$ cat config.mk
export PLATFORM = sky130hd
export DESIGN_NAME = cmp_ctrl
export DESIGN_NICKNAME = d
export VERILOG_FILES = /design/src/logic/cmp_ctrl.v /design/src/logic/edge_event.v
export VERILOG_INCLUDE_DIRS = /design/src /design/src/shared
export SDC_FILE = /design/constraint.sdc
export NUM_CORES = 1
export LEC_CHECK = 0
export ABC_AREA = 1
export BUFFER_PORTS_ARGS = -buffer_cell sky130_fd_sc_hd__clkbuf_2
export CORE_ASPECT_RATIO = 2
export CORE_MARGIN = 2
export CORE_UTILIZATION = 54
export CTS_CLUSTER_SIZE = 20
export DETAILED_ROUTE_END_ITERATION = 16
export PLACE_DENSITY = 0.93
export SYNTH_ARGS = -nofsm -noshare
export SYNTH_HDL_FRONTEND = slang
export SYNTH_SLANG_ARGS = --single-unit
$ cat constraint.sdc
create_clock -name clk -period 3.3 [get_ports clk]
set_input_delay 0.66 -clock clk [delete_from_list [all_inputs] [get_ports clk]]
set_output_delay 0.66 -clock clk [all_outputs]
set_load 0.005 [all_outputs]
$ cat src/shared/cmp_ctrl_regs.vh
// Purpose: register offsets, bit positions and reset values of the comparator control block
// Assumes: APB byte addresses, one 32-bit word per register, 8 data bits in the low lanes
// Notes:   printed offsets are not all multiples of four, so they are indices (address = 4 x index)
`ifndef CMP_CTRL_REGS_VH
`define CMP_CTRL_REGS_VH

// ****************************************************************
// register indices
// ****************************************************************
`define IDX_CONV_CTRL_STATUS_B   8'h03
`define IDX_CMP_CTRL_STATUS      8'h08
`define IDX_DIG_INPUT_DISABLE_0  8'h09
`define IDX_CONV_CTRL_A          8'h0a
`define IDX_CONV_MUX             8'h0b
`define IDX_PIN_INPUT            8'h0c
`define IDX_CMP_IRQ_MASK         8'h0d

// ****************************************************************
// field positions
// ****************************************************************
`define BIT_NEG_MUX_ENABLE       6
`define BIT_CMP_POWER_OFF        7
`define BIT_BANDGAP_SELECT       6
`define BIT_CMP_RESULT           5
`define BIT_CMP_IRQ_FLAG         4
`define BIT_CMP_IRQ_ENABLE       3
`define BIT_CAPTURE_ROUTE_EN     2
`define BIT_IRQ_MODE_HI          1
`define BIT_IRQ_MODE_LO          0
`define BIT_PIN1_INPUT_OFF       1
`define BIT_PIN0_INPUT_OFF       0
`define BIT_CONVERTER_ENABLE     7

// ****************************************************************
// reset values and masks
// ****************************************************************
`define RST_CONV_CTRL_STATUS_B   8'h00
`define RST_CMP_CTRL_STATUS      8'h00
`define RST_DIG_INPUT_DISABLE_0  8'h00
`define RST_CONV_CTRL_A          8'h00
`define RST_CONV_MUX             8'h00
`define RST_CMP_IRQ_MASK         8'h00
`define MASK_CONV_CTRL_STATUS_B  8'hd7
`define MASK_CMP_CTRL_STATUS     8'hcf

// ****************************************************************
// interrupt mode codes
// ****************************************************************
`define MODE_TOGGLE              2'b00
`define MODE_RESERVED            2'b01
`define MODE_FALLING             2'b10
`define MODE_RISING              2'b11

`endif
$ cat src/logic/cmp_ctrl.v
// Purpose: control and status logic around an on-chip analog comparator, APB register access
// Assumes: analog core reports its raw result asynchronously; all other inputs synchronous
// Notes:   selects inputs, synchronises result, raises events and routes to timer capture
//
// Our own choice: the APB slave port.
`timescale 1ns/100ps
`include "cmp_ctrl_regs.vh"

// Behaviour
// - result is high while positive input voltage exceeds negative input voltage
// - mux enabled and converter off: select code 0..7 picks converter pin
// - mux disabled or converter on: dedicated negative pin is used
// - bandgap select bit 6 replaces positive pin with internal reference
// - power-off bit 7 switches comparator off at once, any state
// - result is synchronised before appearing as read-only bit 5
// - flag bit 4 sets when synchronised change matches selected mode
// - flag clears when the processor takes the comparator vector
// - writing one clears the flag; writing zero leaves it
// - cmp_irq requested only with flag, enable bit 3 and global enable; irq only with flag and mask bit 4
// - mode 00 toggle, 01 reserved, 10 falling, 11 rising
// - capture bit 2 routes result to timer capture front end
// - input-off bits 1/0 disable pin buffers, pin reads return zero
// - converter enable blocks comparator input multiplexing
module cmp_ctrl (
  // clock and reset
  input  wire        clk,
  input  wire        rst_b,
  // apb slave
  input  wire        psel,
  input  wire        penable,
  input  wire        pwrite,
  input  wire [11:0] paddr,
  input  wire [31:0] pwdata,
  input  wire [3:0]  pstrb,
  output wire        pready,
  output reg  [31:0] prdata,
  output wire        pslverr,
  // analog core
  input  wire        cmp_raw,
  output wire        cmp_power_off,
  output wire        bandgap_select,
  output wire        neg_use_mux,
  output wire [2:0]  neg_mux_pin,
  // pins
  input  wire        cmp_pos_pin_in,
  input  wire        cmp_neg_pin_in,
  output wire        pin0_buf_enable,
  output wire        pin1_buf_enable,
  // processor and timer
  input  wire        cpu_global_irq_en,
  input  wire        irq_vector_ack,
  output wire        cmp_irq,
  output wire        irq,
  output reg         capture_out
);

  // ****************************************************************
  // registers
  // ****************************************************************
  reg  [7:0] conv_ctrl_status_b_reg;
  reg  [7:0] cmp_ctrl_status_reg;
  reg  [7:0] digital_input_disable_0_reg;
  reg  [7:0] conv_ctrl_a_reg;
  reg  [7:0] conv_mux_reg;
  reg  [7:0] cmp_irq_mask_reg;
  reg        sync1_reg;
  reg        sync2_reg;
  reg        flag_reg;
  reg        flag_next;
  reg  [1:0] pin_in_reg;
  wire       cmp_event;
  wire       converter_enable;
  wire [4:0] conv_mux_select;
  wire [1:0] irq_mode;
  wire       wr_en;
  wire       rd_en;
  wire [9:0] idx;
  wire       mapped;
  wire       wr_flag_clr;
  reg [31:0] rdata_next;
  wire       wr_byte0;
  wire       rd_setup;
  wire       cmp_gated;
  wire       flag_clear;
  wire       mux_code_valid;
  wire       sel_conv_b;
  wire       sel_cmp_ctrl;
  wire       sel_dig_off;
  wire       sel_conv_a;
  wire       sel_conv_mux;
  wire       sel_pin_in;
  wire       sel_irq_mask;

  assign idx      = paddr[11:2];
  assign wr_en    = psel & penable & pwrite;
  assign rd_en    = psel & ~pwrite;
  assign pready   = 1'b1;
  assign wr_byte0 = wr_en & pstrb[0];
  assign rd_setup = psel & ~penable & ~pwrite;

  // ****************************************************************
  // register select
  // ****************************************************************
  assign sel_conv_b   = (idx == {2'b00, `IDX_CONV_CTRL_STATUS_B});
  assign sel_cmp_ctrl = (idx == {2'b00, `IDX_CMP_CTRL_STATUS});
  assign sel_dig_off  = (idx == {2'b00, `IDX_DIG_INPUT_DISABLE_0});
  assign sel_conv_a   = (idx == {2'b00, `IDX_CONV_CTRL_A});
  assign sel_conv_mux = (idx == {2'b00, `IDX_CONV_MUX});
  assign sel_pin_in   = (idx == {2'b00, `IDX_PIN_INPUT});
  assign sel_irq_mask = (idx == {2'b00, `IDX_CMP_IRQ_MASK});
  assign mapped       = sel_conv_b | sel_cmp_ctrl | sel_dig_off | sel_conv_a |
                        sel_conv_mux | sel_pin_in | sel_irq_mask;
  // unmapped index answers with an error, write dropped, read zero
  assign pslverr      = psel & penable & ~mapped;

  assign converter_enable = conv_ctrl_a_reg[`BIT_CONVERTER_ENABLE];
  assign conv_mux_select  = conv_mux_reg[4:0];
  assign irq_mode         = {cmp_ctrl_status_reg[`BIT_IRQ_MODE_HI],
                             cmp_ctrl_status_reg[`BIT_IRQ_MODE_LO]};

  // ****************************************************************
  // analog input selection
  // ****************************************************************
  // power off immediate
  assign cmp_power_off  = cmp_ctrl_status_reg[`BIT_CMP_POWER_OFF];
  assign bandgap_select = cmp_ctrl_status_reg[`BIT_BANDGAP_SELECT];
  // only codes 00000..00111 name a converter pin, others keep the dedicated pin
  assign mux_code_valid = (conv_mux_select[4:3] == 2'b00);
  assign neg_use_mux    = conv_ctrl_status_b_reg[`BIT_NEG_MUX_ENABLE] & ~converter_enable &
                          mux_code_valid;
  assign neg_mux_pin    = conv_mux_select[2:0];
  assign pin0_buf_enable = ~digital_input_disable_0_reg[`BIT_PIN0_INPUT_OFF];
  assign pin1_buf_enable = ~digital_input_disable_0_reg[`BIT_PIN1_INPUT_OFF];

  // ****************************************************************
  // result synchroniser
  // ****************************************************************
  // unpowered core reads low
  assign cmp_gated = cmp_raw & ~cmp_power_off;

  // core result, forced low when off
  // two-stage sync
  // only the second stage is read, the first may still be settling
  always @(posedge clk) begin
    if (!rst_b) begin
      sync1_reg <= 1'b0;
      sync2_reg <= 1'b0;
    end else begin
      sync1_reg <= cmp_gated;
      sync2_reg <= sync1_reg;
    end
  end

  edge_event u_edge_event (
    .clk         (clk),
    .rst_b       (rst_b),
    .level       (sync2_reg),
    .mode        (irq_mode),
    .event_pulse (cmp_event)
  );

  // ****************************************************************
  // interrupt flag
  // ****************************************************************
  assign wr_flag_clr = wr_byte0 & sel_cmp_ctrl & pwdata[`BIT_CMP_IRQ_FLAG];
  assign flag_clear  = irq_vector_ack | wr_flag_clr;

  always @* begin
    flag_next = flag_reg;
    if (flag_clear) begin
      flag_next = 1'b0;
    end
    if (cmp_event) begin
      flag_next = 1'b1;
    end
  end

  always @(posedge clk) begin
    if (!rst_b) begin
      flag_reg <= 1'b0;
    end else begin
      flag_reg <= flag_next;
    end
  end

  assign cmp_irq = flag_reg & cmp_ctrl_status_reg[`BIT_CMP_IRQ_ENABLE] & cpu_global_irq_en;
  // second request line, gated by the local mask instead of the enable bit
  assign irq     = flag_reg & cmp_irq_mask_reg[`BIT_CMP_IRQ_FLAG];

  // ****************************************************************
  // capture routing
  // ****************************************************************
  // one register more so the timer front end sees a clean level
  always @(posedge clk) begin
    if (!rst_b) begin
      capture_out <= 1'b0;
    end else begin
      capture_out <= sync2_reg & cmp_ctrl_status_reg[`BIT_CAPTURE_ROUTE_EN];
    end
  end

  // ****************************************************************
  // pin inputs
  // ****************************************************************
  always @(posedge clk) begin
    if (!rst_b) begin
      pin_in_reg <= 2'b00;
    end else begin
      pin_in_reg <= {cmp_neg_pin_in & pin1_buf_enable, cmp_pos_pin_in & pin0_buf_enable};
    end
  end

  // ****************************************************************
  // register writes
  // ****************************************************************
  always @(posedge clk) begin
    if (!rst_b) begin
      conv_ctrl_status_b_reg <= `RST_CONV_CTRL_STATUS_B;
    end else if (wr_byte0 & sel_conv_b) begin
      conv_ctrl_status_b_reg <= pwdata[7:0] & `MASK_CONV_CTRL_STATUS_B;
    end
  end

  // result and flag bits are never stored: one is live, the other has its own logic
  always @(posedge clk) begin
    if (!rst_b) begin
      cmp_ctrl_status_reg <= `RST_CMP_CTRL_STATUS;
    end else if (wr_byte0 & sel_cmp_ctrl) begin
      cmp_ctrl_status_reg <= pwdata[7:0] & `MASK_CMP_CTRL_STATUS;
    end
  end

  always @(posedge clk) begin
    if (!rst_b) begin
      digital_input_disable_0_reg <= `RST_DIG_INPUT_DISABLE_0;
    end else if (wr_byte0 & sel_dig_off) begin
      digital_input_disable_0_reg <= pwdata[7:0];
    end
  end

  always @(posedge clk) begin
    if (!rst_b) begin
      conv_ctrl_a_reg <= `RST_CONV_CTRL_A;
    end else if (wr_byte0 & sel_conv_a) begin
      conv_ctrl_a_reg <= pwdata[7:0];
    end
  end

  always @(posedge clk) begin
    if (!rst_b) begin
      conv_mux_reg <= `RST_CONV_MUX;
    end else if (wr_byte0 & sel_conv_mux) begin
      conv_mux_reg <= pwdata[7:0];
    end
  end

  always @(posedge clk) begin
    if (!rst_b) begin
      cmp_irq_mask_reg <= `RST_CMP_IRQ_MASK;
    end else if (wr_byte0 & sel_irq_mask) begin
      cmp_irq_mask_reg <= pwdata[7:0];
    end
  end

  // ****************************************************************
  // read data
  // ****************************************************************
  always @* begin
    rdata_next = 32'h0000_0000;
    if (rd_en) begin
      case (idx)
        {2'b00, `IDX_CONV_CTRL_STATUS_B}:  rdata_next[7:0] = conv_ctrl_status_b_reg;
        {2'b00, `IDX_CMP_CTRL_STATUS}:
          rdata_next[7:0] = cmp_ctrl_status_reg |
                            ({7'b000_0000, sync2_reg} << `BIT_CMP_RESULT) |
                            ({7'b000_0000, flag_reg} << `BIT_CMP_IRQ_FLAG);
        {2'b00, `IDX_DIG_INPUT_DISABLE_0}: rdata_next[7:0] = digital_input_disable_0_reg;
        {2'b00, `IDX_CONV_CTRL_A}:         rdata_next[7:0] = conv_ctrl_a_reg;
        {2'b00, `IDX_CONV_MUX}:            rdata_next[7:0] = conv_mux_reg;
        {2'b00, `IDX_PIN_INPUT}:           rdata_next[7:0] = {6'b00_0000, pin_in_reg};
        {2'b00, `IDX_CMP_IRQ_MASK}:        rdata_next[7:0] = cmp_irq_mask_reg;
        default:                           rdata_next = 32'h0000_0000;
      endcase
    end
  end

  // word is loaded in the setup phase and stands through the access phase
  always @(posedge clk) begin
    if (!rst_b) begin
      prdata <= 32'h0000_0000;
    end else if (rd_setup) begin
      prdata <= rdata_next;
    end
  end

endmodule // cmp_ctrl

$ cat src/logic/edge_event.v
// Purpose: edge detector that turns a change of a level into a mode-selected event pulse
// Assumes: input is already synchronous to clk
// Notes:   no event while the reserved mode is selected
`timescale 1ns/100ps
`include "cmp_ctrl_regs.vh"

module edge_event (
  // clock and reset
  input  wire       clk,
  input  wire       rst_b,
  // level and mode
  input  wire       level,
  input  wire [1:0] mode,
  // event
  output reg        event_pulse
);

  reg level_prev_reg;

  always @(posedge clk) begin
    if (!rst_b) begin
      level_prev_reg <= 1'b0;
    end else begin
      level_prev_reg <= level;
    end
  end

  // ****************************************************************
  // mode decode
  // ****************************************************************
  // compare with previous
  always @* begin
    case (mode)
      `MODE_TOGGLE:   event_pulse = level ^ level_prev_reg;
      `MODE_FALLING:  event_pulse = ~level & level_prev_reg;
      `MODE_RISING:   event_pulse = level & ~level_prev_reg;
      default:        event_pulse = 1'b0;
    endcase
  end

endmodule // edge_event

==> results.md <==
- Crit share post-route: 0.747
- P&R area growth vs syn: 12.3%
- Most used DFF post-synth: dfxtp_1
- CP Launch Type: input pin
- Required @ worst endpoint: 2.64 ns
- HPWL after DPL: roughly 5600 um
- VDD IR-drop max: about 0.44 mV
- Reg2Reg Depth: 4
- DP Worst Slack: 0.837 ns
- Hold Startpoint: sync1_reg
- Drt wl/cell: 14.3 um
- Initial Util: 0.560
- CTS tree: built
- Post-synth top area share: 0.389
- NetSw: roughly 370 uW
- Postcts setup bufs: 0
- Later-pin clock latency in the skew report: around 0.35 ns
- Int Power: 1240 uW
- GR Util All Layers: 0.257
- Pin slew with the least headroom to its limit: 0.553 ns
- PD cells: around 470 mW/mm^2
- Synth top cells by count: 59 x dfxtp_1, 57 x inv_1, 57 x nand2_1, 53 x a21oi_1, 45 x o21ai_0
- Grt ovf: 0
- Final net count: around 530
- Largest net degree at the start of global routing: 30
- Relative slew slack: 0.631
- Fin. max-slew vios: 0
- Worst r2r src: sync2_reg
- RSZ-0062 raised after global routing: false
- Final core utilization: 0.628
- Post-synth EDFFs: 0
- Sequential share of the synthesized area: 0.389
- Final Setup Violations: 0
- ANT nets after route: 0
- Worst r2r dst: flag_reg
- Yosys warns: 0
- WP data arrival: approximately 1.8 ns
- Max cap viols: 0
- Layout cells sized above 1: 0.187
- Status: finished, final reports clean
- CTS Buf Count: 9
- Vias per cell: approximately 5.5
- Hold path depth: 2
- Final wirelength: ~7700 um
- R2R Setup Slk: between 2 and 2.5 ns
- Seq cells post-synth: 59
- DR iter-0 viols: between 100 and 150
- GPL Wtd Cong: ~0.89
- Antenna violations before repair: 0
- Largest cells by area after synthesis: dfxtp_1 39%, a21oi_1 8.7%, buf_4 7.4%, o21ai_0 7.4%, nand3_1 7.1%
- Period minus WS final: ~2.5 ns
- Yosys cell types: 25
- WHS Endpoint: sync2_reg
- Net Sw Frac: 0.228
- Boundary pin count: a little over 100
- Core Area: 0.00542 mm^2
- Setup Skew: 0.00746 ns
- Mapped cell area: 0.00303 mm^2
- CTS Buffer Depth: 2
- Fmax: between 400 and 500 MHz
- Clock sinks: 59
- Die width: between 50 and 60 um
- Die area: between 0.006 and 0.007 mm^2
- Clk pwr share: 0.493
- Setup Crit Path Kind: input pin to output port
- Synth Instances: 430
- First-pass GRT wire length: 12,200 um
- Root Driver: clkbuf_8
- Drt first pass iters: 4
- Sequential share of power: 0.446
- Worst setup EP type: output port
- Die extent in y: between 100 and 150 um
- Number of global-route vias before repair: roughly 2,800
- Synth async-reset ratio: 0
- Hold/Removal Path Class: register to register
- Avg Cell Area, Syn: ~7.1 um^2
- Setup TNS: 0 ns
- Total number of vias: just under 3,000
- Max FO, Critical Path: 10
- Antenna Cells: 0
- Worst Setup Slack, final: roughly 0.83 ns
- Top-count cell post-synth: dfxtp_1
- CTS clk-pin slew, worst paths: around 0.07 ns
- Hold_buf cts: 0
- Final hold violations: 0
- Std-Cell Rows: 38
- Power share of the combinational group: 0.061
- Clock H-tree levels: 3
- Post-cts sizing count: 0
- Leak: 0.00146 uW
- Largest area contributor in the netlist: dfxtp_1
- Port buffer count: 48
- DRC: 0
-- power by group through the flow --
stage | Combinational (uW) | Clock (uW) | Sequential (uW)
2_1_floorplan | 75.5 | 0 | 733
3_3_place_gp | 92.5 | 0 | 734
4_1_cts | 96.5 | 795 | 718
6_report | 98.6 | 794 | 718
3_5_place_dp | 95.4 | 0 | 734
5_1_grt | 109 | 828 | 718
-- cells in the final DEF, fill, tap and decap left out, types with 9 or more instances in the layout --
cell type   n
clkbuf_2   48
o21ai_0    45
conb_1     25
inv_1      57
dfxtp_1    59
a21oi_1    53
nand3_1    43
nor2_1     31
clkbuf_8    9
nand2_1    57
-- worst max path at each step --
stage,from,endpoint,slack [ns],cells past startpoint
global route,paddr[9],pslverr,0.66,8
detailed placement,paddr[9],pslverr,0.84,8
floorplan,paddr[9],pslverr,1.18,6
CTS,paddr[9],pslverr,0.83,8
global placement,paddr[9],pslverr,0.84,8
finish,paddr[9],pslverr,0.83,8
-- kinds of logic after synthesis --
kind of cell | share of synthesized area
simple gates | 0.258
buf+inv | 0.172
compound gates | 0.170
flops | 0.389
fa+ha+maj | 0.00825
other cells | 0.00248
-- through the flow --
step / hold WS (ns) / cells / total power [uW] / cell area, um^2
2_1_floorplan: 0.390 / 453 / 808 / 3120
3_3_place_gp: 0.393 / 521 / 826 / 3160
3_5_place_dp: 0.405 / 521 / 830 / 3160
4_1_cts: 0.423 / 537 / 1610 / 3400
5_1_grt: 0.437 / 537 / 1650 / 3400
6_report: 0.417 / 537 / 1610 / 3400
-- layer usage --
metal,global-route usage,share of wire
met5,0,0
met4,0.226,0.077
met3,0.0502,0.064
met2,0.468,0.53
met1,0.234,0.33
-- area by class of cell --
type                    instances  area, um^2
fillers                       463        2020
multi-input cells             289        1420
repair buffers                 50         255
clock buffers                   9         124
clock inverters                 7         116
well taps                      60        75.1
flip-flops and latches         59        1180
inverters                      63         236
-- worst max-delay path, stage by stage --
cell	delay, ns
clkbuf_2	0.07
nor2_1	0.04
nand2_2	0.22
clkinv_1	0.30
nand2_1	0.19
nand3b_1	0.11
nor2_1	0.09
clkbuf_2	0.11
Note: power is estimated with default switching activity, not from simulation.
